--- config.mk ---
export PLATFORM = sky130hd
export DESIGN_NAME = quadrature_encoder_io_status
export DESIGN_NICKNAME = d
export VERILOG_FILES = /design/src/shared/qenc_pkg.sv /design/src/core/quadrature_encoder_io_status.sv /design/src/core/input_conditioner.sv /design/src/core/quad_decoder.sv
export SDC_FILE = /design/constraint.sdc
export NUM_CORES = 1
export LEC_CHECK = 0
export ABC_CLOCK_PERIOD_IN_PS = 10300
export BUFFER_PORTS_ARGS = -buffer_cell sky130_fd_sc_hd__buf_2
export CORE_ASPECT_RATIO = 1.4
export CORE_MARGIN = 2
export CORE_UTILIZATION = 43
export CTS_CLUSTER_SIZE = 10
export DETAILED_ROUTE_END_ITERATION = 6
export GPL_ROUTABILITY_DRIVEN = 1
export GPL_TIMING_DRIVEN = 0
export SYNTH_ARGS = -nofsm -noshare
export SYNTH_HDL_FRONTEND = slang
export SYNTH_SLANG_ARGS = --single-unit
--- constraint.sdc ---
create_clock -name mclk_in -period 10.3 [get_ports mclk_in]
set_input_delay 1.03 -clock mclk_in [delete_from_list [all_inputs] [get_ports mclk_in]]
set_output_delay 1.03 -clock mclk_in [all_outputs]
set_load 0.01 [all_outputs]
--- src/shared/qenc_pkg.sv ---
// Register map, field layout and encodings of the quadrature encoder unit
package qenc_pkg;
  localparam int ADDR_W = 4;
  localparam int DATA_W = 16;
  localparam int POS_W = 32;
  localparam int PIN_N = 4;

  // Register word indices
  localparam logic [ADDR_W-1:0] REG_IO_CONTROL = 4'h0;
  localparam logic [ADDR_W-1:0] REG_EVENT_STATUS = 4'h1;
  localparam logic [ADDR_W-1:0] REG_POS_HIGH = 4'h2;
  localparam logic [ADDR_W-1:0] REG_POS_LOW = 4'h3;
  localparam logic [ADDR_W-1:0] REG_POS_HOLD = 4'h4;
  localparam logic [ADDR_W-1:0] REG_VELOCITY = 4'h5;
  localparam logic [ADDR_W-1:0] REG_CONTROL = 4'h6;
  localparam logic [ADDR_W-1:0] REG_UPPER_LOW = 4'h7;
  localparam logic [ADDR_W-1:0] REG_UPPER_HIGH = 4'h8;
  localparam logic [ADDR_W-1:0] REG_LOWER_LOW = 4'h9;
  localparam logic [ADDR_W-1:0] REG_LOWER_HIGH = 4'ha;
  localparam logic [ADDR_W-1:0] REG_INIT_LOW = 4'hb;
  localparam logic [ADDR_W-1:0] REG_INIT_HIGH = 4'hc;

  // I/O control fields
  localparam int IOC_CAPTURE_EN = 15;
  localparam int IOC_FILTER_EN = 14;
  localparam int IOC_DIV_HI = 13;
  localparam int IOC_DIV_LO = 11;
  localparam int IOC_OUTF_HI = 10;
  localparam int IOC_OUTF_LO = 9;
  localparam int IOC_SWAP = 8;
  localparam int IOC_POL_HI = 7;
  localparam int IOC_POL_LO = 4;
  localparam int IOC_LEVEL_HI = 3;
  // Pin vector order: 3 home, 2 index, 1 phase B, 0 phase A
  localparam int PIN_HOME = 3;
  localparam int PIN_INDEX = 2;
  localparam int PIN_B = 1;
  localparam int PIN_A = 0;

  // Event status fields: flags on odd bits, their enables one bit below
  localparam int ST_GE_FLAG = 13;
  localparam int ST_LE_FLAG = 11;
  localparam int ST_POSOV_FLAG = 9;
  localparam int ST_HOMING_DONE_FLAG = 7;
  localparam int ST_VELOV_FLAG = 5;
  localparam int ST_HOME_FLAG = 3;
  localparam int ST_INDEX_FLAG = 1;
  localparam logic [DATA_W-1:0] ST_FLAG_MASK = 16'h2aaa;
  localparam logic [DATA_W-1:0] ST_ENABLE_MASK = 16'h1555;

  // Control fields
  localparam int CTL_COUNT_EN = 15;
  localparam int CTL_MODE_HI = 12;
  localparam int CTL_MODE_LO = 10;
  localparam logic [DATA_W-1:0] CTL_MASK = 16'h9c00;

  localparam logic [DATA_W-1:0] RST_WORD = 16'h0000;
  localparam logic [POS_W-1:0] RST_POS = 32'h0000_0000;
  localparam logic [POS_W-1:0] POS_MAX = 32'hffff_ffff;
  localparam logic [DATA_W-1:0] VEL_MAX = 16'hffff;

  // Filter: a changed input must be seen on one more divided tick than this
  localparam logic [1:0] FILT_STABLE = 2'h2;

  typedef enum logic [1:0] {
    OUTF_OFF = 2'b00,
    OUTF_GE = 2'b01,
    OUTF_LE = 2'b10,
    OUTF_BOTH = 2'b11
  } outf_t;

  localparam logic [2:0] INIT_FIRST_INDEX = 3'b011;
  localparam logic [2:0] INIT_SECOND_INDEX = 3'b100;

  typedef enum logic [1:0] {
    HOMING_IDLE = 2'b00,
    HOMING_WAIT_ONE = 2'b01,
    HOMING_WAIT_TWO = 2'b10
  } homing_t;
endpackage

--- src/core/quadrature_encoder_io_status.sv ---
// Quadrature encoder I/O conditioning, event flags, position and velocity counters
`timescale 1ns/1ps
`default_nettype none
module quadrature_encoder_io_status (
  input wire logic mclk_in,
  input wire logic nrst_in,
  input wire logic [qenc_pkg::ADDR_W-1:0] addr_in,
  input wire logic [qenc_pkg::DATA_W-1:0] wdata_in,
  input wire logic wr_in,
  input wire logic rd_in,
  output logic [qenc_pkg::DATA_W-1:0] rdata_out,
  input wire logic phase_a_pin_in,
  input wire logic phase_b_pin_in,
  input wire logic index_pin_in,
  input wire logic homing_pin_in,
  output logic compare_output_pin_out,
  output logic irq_out
);
  import qenc_pkg::*;

  logic [DATA_W-1:0] io_control_r;
  logic [DATA_W-1:0] event_status_r;
  logic [DATA_W-1:0] control_r;
  logic [POS_W-1:0] position_counter_r;
  logic [DATA_W-1:0] position_holding_r;
  logic [DATA_W-1:0] velocity_counter_r;
  logic [POS_W-1:0] upper_compare_value_r;
  logic [POS_W-1:0] lower_compare_value_r;
  logic [POS_W-1:0] initialization_value_r;
  logic [DATA_W-1:0] rdata_nxt;
  logic [PIN_N-1:0] levels;
  logic index_prev_r;
  logic home_prev_r;
  logic index_ev;
  logic home_ev;
  logic count_up;
  logic count_down;
  logic counting;
  logic homing_load;
  logic pos_ge;
  logic pos_le;
  logic pos_ov;
  logic vel_ov;
  logic [DATA_W-1:0] flag_set;
  homing_t homing_r;
  outf_t outf;

  // Write strobe aimed at one register
  function automatic logic wr_to(input logic [ADDR_W-1:0] a, input logic [ADDR_W-1:0] off,
                                 input logic w);
    wr_to = w && (a == off);
  endfunction

  input_conditioner #(
    .N(PIN_N)
  ) u_cond (
    .mclk_in(mclk_in),
    .nrst_in(nrst_in),
    .pins_in({homing_pin_in, index_pin_in, phase_b_pin_in, phase_a_pin_in}),
    .filter_en_in(io_control_r[IOC_FILTER_EN]),
    .divide_in(io_control_r[IOC_DIV_HI:IOC_DIV_LO]),
    .polarity_in(io_control_r[IOC_POL_HI:IOC_POL_LO]),
    .swap_in(io_control_r[IOC_SWAP]),
    .levels_out(levels)
  );

  quad_decoder u_dec (
    .mclk_in(mclk_in),
    .nrst_in(nrst_in),
    .phase_a_in(levels[PIN_A]),
    .phase_b_in(levels[PIN_B]),
    .up_out(count_up),
    .down_out(count_down)
  );

  // Rising-edge event detection on the conditioned index and home levels
  always_ff @(posedge mclk_in) begin
    if (!nrst_in) begin
      index_prev_r <= 1'b0;
      home_prev_r <= 1'b0;
    end else begin
      index_prev_r <= levels[PIN_INDEX];
      home_prev_r <= levels[PIN_HOME];
    end
  end
  assign index_ev = levels[PIN_INDEX] & ~index_prev_r;
  assign home_ev = levels[PIN_HOME] & ~home_prev_r;

  // I/O control register; low four bits are live levels on read
  always_ff @(posedge mclk_in) begin
    if (!nrst_in) begin
      io_control_r <= RST_WORD;
    end else if (wr_to(addr_in, REG_IO_CONTROL, wr_in)) begin
      io_control_r <= {wdata_in[DATA_W-1:IOC_POL_LO], 4'h0};
    end
  end

  // Counter enable and initialization mode
  always_ff @(posedge mclk_in) begin
    if (!nrst_in) begin
      control_r <= RST_WORD;
    end else if (wr_to(addr_in, REG_CONTROL, wr_in)) begin
      control_r <= wdata_in & CTL_MASK;
    end
  end

  // Homing sequencer: wait for one or two index events after home
  always_ff @(posedge mclk_in) begin
    if (!nrst_in) begin
      homing_r <= HOMING_IDLE;
    end else if (!control_r[CTL_COUNT_EN]) begin
      homing_r <= HOMING_IDLE;
    end else begin
      case (homing_r)
        HOMING_IDLE: begin
          if (home_ev && control_r[CTL_MODE_HI:CTL_MODE_LO] == INIT_FIRST_INDEX) begin
            homing_r <= HOMING_WAIT_ONE;
          end else if (home_ev && control_r[CTL_MODE_HI:CTL_MODE_LO] == INIT_SECOND_INDEX) begin
            homing_r <= HOMING_WAIT_TWO;
          end
        end
        HOMING_WAIT_TWO: begin
          if (index_ev) begin
            homing_r <= HOMING_WAIT_ONE;
          end
        end
        HOMING_WAIT_ONE: begin
          if (index_ev) begin
            homing_r <= HOMING_IDLE;
          end
        end
        default: begin
          homing_r <= HOMING_IDLE;
        end
      endcase
    end
  end
  assign homing_load = control_r[CTL_COUNT_EN] && (homing_r == HOMING_WAIT_ONE)
                       && index_ev;

  // Counting only while enabled and exactly one of the up and down pulses is high
  assign counting = control_r[CTL_COUNT_EN] && (count_up ^ count_down);

  // Position counter: software word writes, homing reload, then counting
  always_ff @(posedge mclk_in) begin
    if (!nrst_in) begin
      position_counter_r <= RST_POS;
    end else if (wr_to(addr_in, REG_POS_LOW, wr_in)) begin
      position_counter_r <= {position_holding_r, wdata_in};
    end else if (wr_to(addr_in, REG_POS_HIGH, wr_in)) begin
      position_counter_r <= {wdata_in, position_counter_r[DATA_W-1:0]};
    end else if (homing_load) begin
      position_counter_r <= initialization_value_r;
    end else if (counting) begin
      position_counter_r <= count_up ? position_counter_r + 32'h1 : position_counter_r - 32'h1;
    end
  end
  assign pos_ov = counting && !wr_to(addr_in, REG_POS_LOW, wr_in)
                  && !wr_to(addr_in, REG_POS_HIGH, wr_in) && !homing_load
                  && ((count_up && position_counter_r == POS_MAX)
                      || (count_down && position_counter_r == RST_POS));

  // Holding register: written directly or loaded by a low-word read
  always_ff @(posedge mclk_in) begin
    if (!nrst_in) begin
      position_holding_r <= RST_WORD;
    end else if (wr_to(addr_in, REG_POS_HOLD, wr_in)) begin
      position_holding_r <= wdata_in;
    end else if (wr_to(addr_in, REG_POS_LOW, rd_in)) begin
      position_holding_r <= position_counter_r[POS_W-1:DATA_W];
    end
  end

  // Velocity counter follows the same count pulses
  always_ff @(posedge mclk_in) begin
    if (!nrst_in) begin
      velocity_counter_r <= RST_WORD;
    end else if (wr_to(addr_in, REG_VELOCITY, wr_in)) begin
      velocity_counter_r <= wdata_in;
    end else if (counting) begin
      velocity_counter_r <= count_up ? velocity_counter_r + 16'h1 : velocity_counter_r - 16'h1;
    end
  end
  assign vel_ov = counting && !wr_to(addr_in, REG_VELOCITY, wr_in)
                  && ((count_up && velocity_counter_r == VEL_MAX)
                      || (count_down && velocity_counter_r == RST_WORD));

  // Compare, capture and initialization values
  always_ff @(posedge mclk_in) begin
    if (!nrst_in) begin
      upper_compare_value_r <= RST_POS;
      lower_compare_value_r <= RST_POS;
    end else begin
      if (wr_to(addr_in, REG_UPPER_LOW, wr_in)) upper_compare_value_r[DATA_W-1:0] <= wdata_in;
      if (wr_to(addr_in, REG_UPPER_HIGH, wr_in)) upper_compare_value_r[POS_W-1:DATA_W] <= wdata_in;
      if (wr_to(addr_in, REG_LOWER_LOW, wr_in)) lower_compare_value_r[DATA_W-1:0] <= wdata_in;
      if (wr_to(addr_in, REG_LOWER_HIGH, wr_in)) lower_compare_value_r[POS_W-1:DATA_W] <= wdata_in;
    end
  end
  always_ff @(posedge mclk_in) begin
    if (!nrst_in) begin
      initialization_value_r <= RST_POS;
    end else if (home_ev && io_control_r[IOC_CAPTURE_EN]) begin
      initialization_value_r <= position_counter_r;
    end else if (wr_to(addr_in, REG_INIT_LOW, wr_in)) begin
      initialization_value_r[DATA_W-1:0] <= wdata_in;
    end else if (wr_to(addr_in, REG_INIT_HIGH, wr_in)) begin
      initialization_value_r[POS_W-1:DATA_W] <= wdata_in;
    end
  end

  assign pos_ge = $signed(position_counter_r) >= $signed(upper_compare_value_r);
  assign pos_le = $signed(position_counter_r) <= $signed(lower_compare_value_r);

  // Hardware set terms for every flag
  always_comb begin
    flag_set = RST_WORD;
    flag_set[ST_GE_FLAG] = pos_ge;
    flag_set[ST_LE_FLAG] = pos_le;
    flag_set[ST_POSOV_FLAG] = pos_ov;
    flag_set[ST_HOMING_DONE_FLAG] = homing_load;
    flag_set[ST_VELOV_FLAG] = vel_ov;
    flag_set[ST_HOME_FLAG] = home_ev;
    flag_set[ST_INDEX_FLAG] = index_ev;
  end

  // Status: write 1 clears a flag, enables are plain read/write, set wins
  always_ff @(posedge mclk_in) begin
    if (!nrst_in) begin
      event_status_r <= RST_WORD;
    end else if (wr_to(addr_in, REG_EVENT_STATUS, wr_in)) begin
      event_status_r <= (wdata_in & ST_ENABLE_MASK)
                        | (event_status_r & ST_FLAG_MASK & ~wdata_in)
                        | flag_set;
    end else begin
      event_status_r <= event_status_r | flag_set;
    end
  end

  // Interrupt request from enabled flags only
  always_ff @(posedge mclk_in) begin
    if (!nrst_in) begin
      irq_out <= 1'b0;
    end else begin
      irq_out <= |(event_status_r & ST_FLAG_MASK & (event_status_r << 1));
    end
  end

  // Compare output pin per output function
  assign outf = outf_t'(io_control_r[IOC_OUTF_HI:IOC_OUTF_LO]);
  always_ff @(posedge mclk_in) begin
    if (!nrst_in) begin
      compare_output_pin_out <= 1'b0;
    end else begin
      case (outf)
        OUTF_GE: compare_output_pin_out <= pos_ge;
        OUTF_LE: compare_output_pin_out <= pos_le;
        OUTF_BOTH: compare_output_pin_out <= pos_ge | pos_le;
        default: compare_output_pin_out <= 1'b0;
      endcase
    end
  end

  // Read multiplexer; unmapped addresses read zero
  always_comb begin
    case (addr_in)
      REG_IO_CONTROL: rdata_nxt = {io_control_r[DATA_W-1:IOC_POL_LO], levels};
      REG_EVENT_STATUS: rdata_nxt = event_status_r;
      REG_POS_HIGH: rdata_nxt = position_counter_r[POS_W-1:DATA_W];
      REG_POS_LOW: rdata_nxt = position_counter_r[DATA_W-1:0];
      REG_POS_HOLD: rdata_nxt = position_holding_r;
      REG_VELOCITY: rdata_nxt = velocity_counter_r;
      REG_CONTROL: rdata_nxt = control_r;
      REG_UPPER_LOW: rdata_nxt = upper_compare_value_r[DATA_W-1:0];
      REG_UPPER_HIGH: rdata_nxt = upper_compare_value_r[POS_W-1:DATA_W];
      REG_LOWER_LOW: rdata_nxt = lower_compare_value_r[DATA_W-1:0];
      REG_LOWER_HIGH: rdata_nxt = lower_compare_value_r[POS_W-1:DATA_W];
      REG_INIT_LOW: rdata_nxt = initialization_value_r[DATA_W-1:0];
      REG_INIT_HIGH: rdata_nxt = initialization_value_r[POS_W-1:DATA_W];
      default: rdata_nxt = RST_WORD;
    endcase
  end

  // Read data stand for exactly the cycle after the strobe
  always_ff @(posedge mclk_in) begin
    if (!nrst_in) begin
      rdata_out <= RST_WORD;
    end else begin
      rdata_out <= rd_in ? rdata_nxt : RST_WORD;
    end
  end
endmodule
`default_nettype wire

--- src/core/input_conditioner.sv ---
// Pin synchroniser, digital noise filter, polarity inversion and phase swap
`timescale 1ns/1ps
`default_nettype none
module input_conditioner #(
  parameter int N = qenc_pkg::PIN_N
) (
  input wire logic mclk_in,
  input wire logic nrst_in,
  input wire logic [N-1:0] pins_in,
  input wire logic filter_en_in,
  input wire logic [2:0] divide_in,
  input wire logic [N-1:0] polarity_in,
  input wire logic swap_in,
  output logic [N-1:0] levels_out
);
  import qenc_pkg::*;

  logic [N-1:0] sync1_r;
  logic [N-1:0] sync2_r;
  logic [N-1:0] filt_r;
  logic [7:0] div_cnt_r;
  logic tick;
  logic [N-1:0] pol;

  // Two-stage synchroniser on the raw pins
  always_ff @(posedge mclk_in) begin
    if (!nrst_in) begin
      sync1_r <= '0;
      sync2_r <= '0;
    end else begin
      sync1_r <= pins_in;
      sync2_r <= sync1_r;
    end
  end

  // Filter clock divider, 1:1 up to 1:128
  assign tick = (div_cnt_r == ((8'h01 << divide_in) - 8'h01));
  always_ff @(posedge mclk_in) begin
    if (!nrst_in) begin
      div_cnt_r <= 8'h00;
    end else if (tick) begin
      div_cnt_r <= 8'h00;
    end else begin
      div_cnt_r <= div_cnt_r + 8'h01;
    end
  end

  // Per-pin filter: new level accepted after being stable over several ticks
  genvar g;
  generate
    for (g = 0; g < N; g++) begin : g_filt
      logic [1:0] stable_r;
      always_ff @(posedge mclk_in) begin
        if (!nrst_in) begin
          stable_r <= 2'h0;
          filt_r[g] <= 1'b0;
        end else if (!filter_en_in) begin
          stable_r <= 2'h0;
          filt_r[g] <= sync2_r[g];
        end else if (sync2_r[g] == filt_r[g]) begin
          stable_r <= 2'h0;
        end else if (tick) begin
          if (stable_r == FILT_STABLE) begin
            filt_r[g] <= sync2_r[g];
            stable_r <= 2'h0;
          end else begin
            stable_r <= stable_r + 2'h1;
          end
        end
      end
    end
  endgenerate

  // Polarity first, then the phase swap
  assign pol = filt_r ^ polarity_in;
  always_comb begin
    levels_out = pol;
    if (swap_in) begin
      levels_out[PIN_A] = pol[PIN_B];
      levels_out[PIN_B] = pol[PIN_A];
    end
  end
endmodule
`default_nettype wire

--- src/core/quad_decoder.sv ---
// x4 quadrature decoder giving one-cycle up and down count pulses
`timescale 1ns/1ps
`default_nettype none
module quad_decoder (
  input wire logic mclk_in,
  input wire logic nrst_in,
  input wire logic phase_a_in,
  input wire logic phase_b_in,
  output logic up_out,
  output logic down_out
);
  logic a_r;
  logic b_r;
  logic a_chg;
  logic b_chg;

  assign a_chg = phase_a_in ^ a_r;
  assign b_chg = phase_b_in ^ b_r;

  // Every edge of either phase counts; a double change is ignored
  always_ff @(posedge mclk_in) begin
    if (!nrst_in) begin
      a_r <= 1'b0;
      b_r <= 1'b0;
      up_out <= 1'b0;
      down_out <= 1'b0;
    end else begin
      a_r <= phase_a_in;
      b_r <= phase_b_in;
      up_out <= (a_chg ^ b_chg) & ((phase_a_in ^ b_r) == 1'b1) & a_chg
              | (a_chg ^ b_chg) & b_chg & ~(phase_b_in ^ a_r);
      down_out <= (a_chg ^ b_chg) & a_chg & ~(phase_a_in ^ b_r)
                | (a_chg ^ b_chg) & b_chg & (phase_b_in ^ a_r);
    end
  end
endmodule
`default_nettype wire

After elaboration in Yosys (flattened, before gate mapping)
Cells that the tools add are included.
{"block": "word_totals", "register_bits": 246, "input_bits": 28, "output_inout_bits": 18, "elab_cells": 226}
{"block": "classes", "add_sub_neg": 10, "magnitude_cmp": 2, "n_eq_ne": 44, "n_shift": 1, "muxes": 43, "bitwise": 31, "n_reduce_logical": 61}
{"operator": "$pmux 16 s13", "n": 1}
{"operator": "$mux 32", "n": 6}
{"operator": "$mux 16", "n": 9}
{"operator": "$add 32x1->32 const B", "n": 1}
{"operator": "$and 14x16->16", "n": 2}
{"operator": "$eq 32x32->1 const B", "n": 1}
{"operator": "$ge 32x32->1", "n": 1}
{"operator": "$le 32x32->1", "n": 1}
{"operator": "$logic_not 32->1", "n": 1}
{"operator": "$or 16x14->16", "n": 2}
{"operator": "$sub 32x1->32 const B", "n": 1}
{"operator": "$logic_and 1x1->1", "n": 30}
{"operator": "$eq 4x4->1 const B", "n": 5}
{"operator": "$mux 2", "n": 9}
{"operator": "$add 16x1->16 const B", "n": 1}
{"operator": "$eq 16x16->1 const B", "n": 1}
{"operator": "$eq 4x3->1 const B", "n": 4}
{"operator": "$logic_not 16->1", "n": 1}
{"operator": "$mux 1", "n": 16}
{"operator": "$ne 2x2->1 const B", "n": 8}
{"operator": "$not 16->16", "n": 1}
{"operator": "$or 13x16->16", "n": 1}
{"operator": "$reduce_or 16->1", "n": 1}
{"operator": "$sub 16x1->16 const B", "n": 1}
{"operator": "32 further kinds", "n": 87}

Longest topological paths before layout
{"block": "depth", "depth_word": 9, "depth_mapped": 12, "mapped_depth_nobuf": 11}

By module
Synthesis repeated with hierarchy kept, for this count alone.
{"block": "hier_totals", "hier_cells": 1958, "area_unflattened_um2": 15092.0}
{"mod": "quadrature_encoder_io_status", "instances": 1, "cells_each": 1784, "area_per_inst_um2": 13574.3, "seq_area_each_um2": 4244.1}
{"mod": "input_conditioner", "instances": 1, "cells_each": 151, "area_per_inst_um2": 1302.5, "seq_area_each_um2": 560.5}
{"mod": "quad_decoder", "instances": 1, "cells_each": 23, "area_per_inst_um2": 215.2, "seq_area_each_um2": 80.1}

Worst setup path after synthesis
No wires, ideal clock.
{"block": "synth_path", "path_type": "register -> register", "start": "reg u_dec.up_out", "end": "reg velocity_counter_r[15]", "setup_ps": 137, "t_arrival_ps": 3439, "required_time_ps": 10163, "path_slack_ps": 6725, "path_stages_with_launch": 13, "path_buffers": 1, "synth_period_minus_slack_ps": 3575, "path_cell_list": "dfxtp_1 > clkbuf_1 > inv_1 > ha_1 > a21o_1 > a21o_1 > a2111oi_4 > o21ai_2 > a221oi_2 > nor2b_1 > o41ai_4 > mux2i_1 > a31oi_1"}
{"block": "synth_via", "elab_chain_cells": 3, "word_cells_on_any_way": 6, "cone_classes": "mux: 3; bitwise: 1; reduce/logical: 2"}
{"element": "start, declared", "line_no": "quad_decoder.sv:9", "rtl": "output logic up_out,"}
{"element": "start signal, assigned", "line_no": "quad_decoder.sv:30", "rtl": "up_out <= (a_chg ^ b_chg) & ((phase_a_in ^ b_r) == 1'b1) & a_chg"}
{"element": "$mux 16 or $xor 1x1->1 (tied branches)", "line_no": "quadrature_encoder_io_status.sv:181, quadrature_encoder_io_status.sv:142"}
{"element": "$mux 16 or $logic_and 1x1->1 (tied branches)", "line_no": "quadrature_encoder_io_status.sv:180, quadrature_encoder_io_status.sv:142"}
{"element": "$mux 16 or $reduce_bool 2->1 (tied branches)"}
{"element": "end signal, assigned", "line_no": "quadrature_encoder_io_status.sv:179", "rtl": "velocity_counter_r <= wdata_in;"}
{"element": "end signal, assigned", "line_no": "quadrature_encoder_io_status.sv:181", "rtl": "velocity_counter_r <= count_up ? velocity_counter_r + 16'h1 : velocity_counter_r - 16'h1;"}
{"element": "end, declared", "line_no": "quadrature_encoder_io_status.sv:26", "rtl": "logic [DATA_W-1:0] velocity_counter_r;"}
Several ways; a longest one is shown, not always the timed one. The select of a mux whose other input is x is not followed.
A chain may end at the register's enable or synchronous reset.

Worst setup path in the final report
{"block": "layout_path", "start": "reg u_dec.up_out", "end": "reg position_counter_r[31]"}
{"block": "layout_via", "elab_chain_cells": 5, "word_cells_on_any_way": 8, "cone_classes": "mux: 5; bitwise: 1; reduce/logical: 2"}
{"element": "$mux 32", "line_no": "quadrature_encoder_io_status.sv:155", "rtl": "position_counter_r <= count_up ? position_counter_r + 32'h1 : position_counter_r - 32'h1;"}
{"element": "$mux 32", "line_no": "quadrature_encoder_io_status.sv:154", "rtl": "end else if (counting) begin"}
{"element": "$mux 32", "line_no": "quadrature_encoder_io_status.sv:152", "rtl": "end else if (homing_load) begin"}
{"element": "$mux 32", "line_no": "quadrature_encoder_io_status.sv:150", "rtl": "end else if (wr_to(addr_in, REG_POS_HIGH, wr_in)) begin"}
{"element": "$mux 32", "line_no": "quadrature_encoder_io_status.sv:148", "rtl": "end else if (wr_to(addr_in, REG_POS_LOW, wr_in)) begin"}
{"element": "end signal, assigned", "line_no": "quadrature_encoder_io_status.sv:149", "rtl": "position_counter_r <= {position_holding_r, wdata_in};"}
{"element": "end signal, assigned", "line_no": "quadrature_encoder_io_status.sv:151", "rtl": "position_counter_r <= {wdata_in, position_counter_r[DATA_W-1:0]};"}
{"element": "end signal, assigned", "line_no": "quadrature_encoder_io_status.sv:153", "rtl": "position_counter_r <= initialization_value_r;"}
{"element": "end, declared", "line_no": "quadrature_encoder_io_status.sv:24", "rtl": "logic [POS_W-1:0] position_counter_r;"}
Several ways; a longest one is shown, not always the timed one. The select of a mux whose other input is x is not followed.

==> results.toml <==
[run_status]
status = "finished with violations"
violations = "max-capacitance violations, max-slew violations"

[synth]
async_reset_ff_share_pct = 0
yosys-top-cells-area = "dfxtp_1 32%, ha_1 9.1%, nand2_1 8.3%, a21oi_1 6.1%, nor2_1 3.6%"
yosys.area.top_type = "dfxtp_1"
synth_nets = 2109
synth-edff-count = 0
yosys_register_bits = 244
synth_area_mm2 = 0.0152
syn_inst = 1968
avgSynthCellArea_um2 = 7.72
synth.distinct_cells = 74
synth_top_area_share_pct = 32.2
ys_seq_area_share_pct = 32.2
ys.flop_type = "dfxtp_1"
ys.warnings.count = 0

[clock_network]
post_cts_buffers = 0
cts_tree = "yes"
htree_levels = 1
clk_latency_ns = 0.58
numClockSinks = 244
numCtsBuffers = 29
cts.path.max_buffers = 3
clkSlewWorstSetupHoldPaths_ns = 0.06
hold_buffers = 0
clockRootBuffer = "clkbuf_16"
cts_resized = 0

[drt]
first_pass_iters = 6
wire_per_inst_um = 30.5
drt_iter0_drc = 1993
drc_errors = 0
vias = 16700
routed_wl_um = 76300
drt.antenna.violating_nets = 0
vias_per_cell = 6.68

[global_routing]
top_usage_layer = "met2"
met2_usage_pct = 63.6
met1_usage_pct = 50.8
grt_pass1_wl_um = 109000
grt_overflow_total = 0
grt_pass1_vias = 15500
grt_max_degree = 32
met3_usage_pct = 7.28
grt_usage_pct = 41.0
antenna_found_initial = 0

[pwr]
irDropWorstVdd_mv = 0.123
p_switching_mw = 0.784
seqPwrFrac_pct = 41.4
p_per_area_mw_per_mm2 = 146
internal-power_mw = 1.67
power_leakage_nw = 6.42
pwr-share-clk_pct = 38.2
pwr-share-comb_pct = 20.4
switching_share_pct = 32.0

[timing]
fin_setup_tns_ns = 0
tightestPinTransition_ns = 1.54
final_max_slew_viol_count = 18
relSlewSlack_pct = -3.43
clock.fmax_ghz = 0.233
finalWorstSetupSlack_ns = 6.00
finalHoldViolations = 0
min_period_over_period_pct = 41.7
rsz0062_at_grt = "false"
finClkSkew_ns = 0.0170
period_minus_slack_ns = 4.30
setup-violations-final = 0

[finish]
final_util_pct = 48.2
area_growth_pct = 10.7
final_cells = 2506
fin_nets = 2185
design_area_mm2 = 0.0168
layout-drive-gt1-share_pct = 5.17
layout_commonest_cell = "nand2_1"
fill_cells = 3555
final_cell_mix = "335 x nand2_1, 244 x dfxtp_1, 186 x a21oi_1, 146 x nor2_1, 122 x clkbuf_1"
diodes = 0

[min_path]
hp-class = "register to register"

[floorplanning]
die_h_um = 226
rows = 81
boundaryPins = 46
core_area_mm2 = 0.0349
dieWidth_um = 163
die-area_mm2 = 0.0368
start_util_pct = 43.6

[job]
drv_cap = 2

[setup_path]
critPathMaxFanout = 31
critPathMaxStageDelay_ns = 0.67
arrival_ns = 4.75
worst_path_most_repeated_cell = "o21a_1"
startpoint_type = "register"
worstPathCellList = "clkbuf_1 -> inv_2 -> buf_12 -> ha_1 -> o21a_1 -> o21a_1 -> a211oi_2 -> nor4_1 -> o211a_1 -> nor3_1 -> mux2i_1 -> o21ai_0 -> a21oi_1"
crit_slowest_cell = "clkbuf_1"
crit_family = "compound AO/OA/AOI/OAI gates"
end_kind = "register"
critPathRequiredTime_ns = 10.75
path_class = "register to register"
cp.buffers_inverters = 3

[place]
hpwl_um = 56900
place_ws_ns = 6.02
dp.cells = 2469
gp_congestion = 1.04
portBuffers = 44
dpl-instance-area_mm2 = 0.0160
-- state kept, by name, indices dropped and copies added, names as in the netlist, 2 cells and up --
signal	cells
u_cond.sync1_r	4
control_r	4
upper_compare_value_r	32
homing_r	2
u_cond.filt_r	4
position_counter_r	32
io_control_r	12
u_cond.div_cnt_r	8
u_cond.sync2_r	4
u_cond.g_filt.stable_r	8
initialization_value_r	32
position_holding_r	16
event_status_r	14
lower_compare_value_r	32
velocity_counter_r	16
rdata_out	16
-- cells by family (layout without fill, tap and decap cells) --
logic type | count (synthesis) | in the layout | share of synthesized area (%)
AO/OA/AOI/OAI | 629 | 629 | 28.4
XOR/XNOR | 51 | 51 | 2.94
adder cells (fa/ha/maj) | 113 | 113 | 9.41
buffers and inverters | 211 | 293 | 5.32
flip-flops | 244 | 244 | 32.2
multiplexers | 17 | 17 | 1.12
AND/OR/NAND/NOR | 703 | 703 | 20.7
-- area by class of cell --
cell class                      instances  area, µm²  area share [%]
Buffer                                132        510            3.04
Timing Repair Buffer                   45        240            1.43
Sequential cell                       244       4880            29.1
Tap cell                              456        571            3.40
Clock inverter                          2       17.5           0.104
Inverter                               79        297            1.76
Clock buffer                           35        778            4.63
Multi-Input combinational cell       1513       9500            56.6
-- Yosys cell counts (32+ instances only) --
master,instances
nand2_1,335
dfxtp_1,244
a21oi_1,186
nor2_1,146
clkbuf_1,119
ha_1,111
inv_1,78
o21ai_0,66
nand3_1,58
a21o_1,53
a22oi_1,45
a311oi_1,39
a221oi_1,37
a22o_1,35
a31oi_1,33
nand4_1,32
-- power groups by stage --
stage	clock network (mW)	logic, mW	registers [mW]
2_1_floorplan	0	0.337	1.00
3_3_place_gp	0	0.475	1.03
3_5_place_dp	0	0.481	1.03
4_1_cts	0.939	0.485	1.01
5_1_grt	0.977	0.537	1.01
6_report	0.937	0.500	1.01
-- metal layers --
| metal | vias to the layer above | wire, µm |
|---|---|---|
| li1 | 7348 | - |
| met3 | 346 | 7510 |
| met5 | - | 0 |
| met4 | 0 | 7220 |
| met1 | 7978 | 28700 |
| met2 | 1072 | 32900 |
-- stage by stage --
step	hold WS [ns]	power [mW]
2_1_floorplan	0.412	1.34
3_5_place_dp	0.443	1.51
4_1_cts	0.459	2.43
6_report	0.454	2.45
5_1_grt	0.462	2.53
3_3_place_gp	0.440	1.51
-- worst paths after layout --
path / start / endpoint / slack (ns) / depth (start not counted)
max: u_dec.up_out / position_counter_r[31] / 6.00 / 13
min: u_cond.sync1_r[2] / u_cond.sync2_r[2] / 0.45 / 1
max reg2reg: u_dec.up_out / position_counter_r[31] / 6.00 / 13
min reg2reg: u_cond.sync1_r[2] / u_cond.sync2_r[2] / 0.45 / 1
Note: power is estimated with default switching activity, not from simulation.
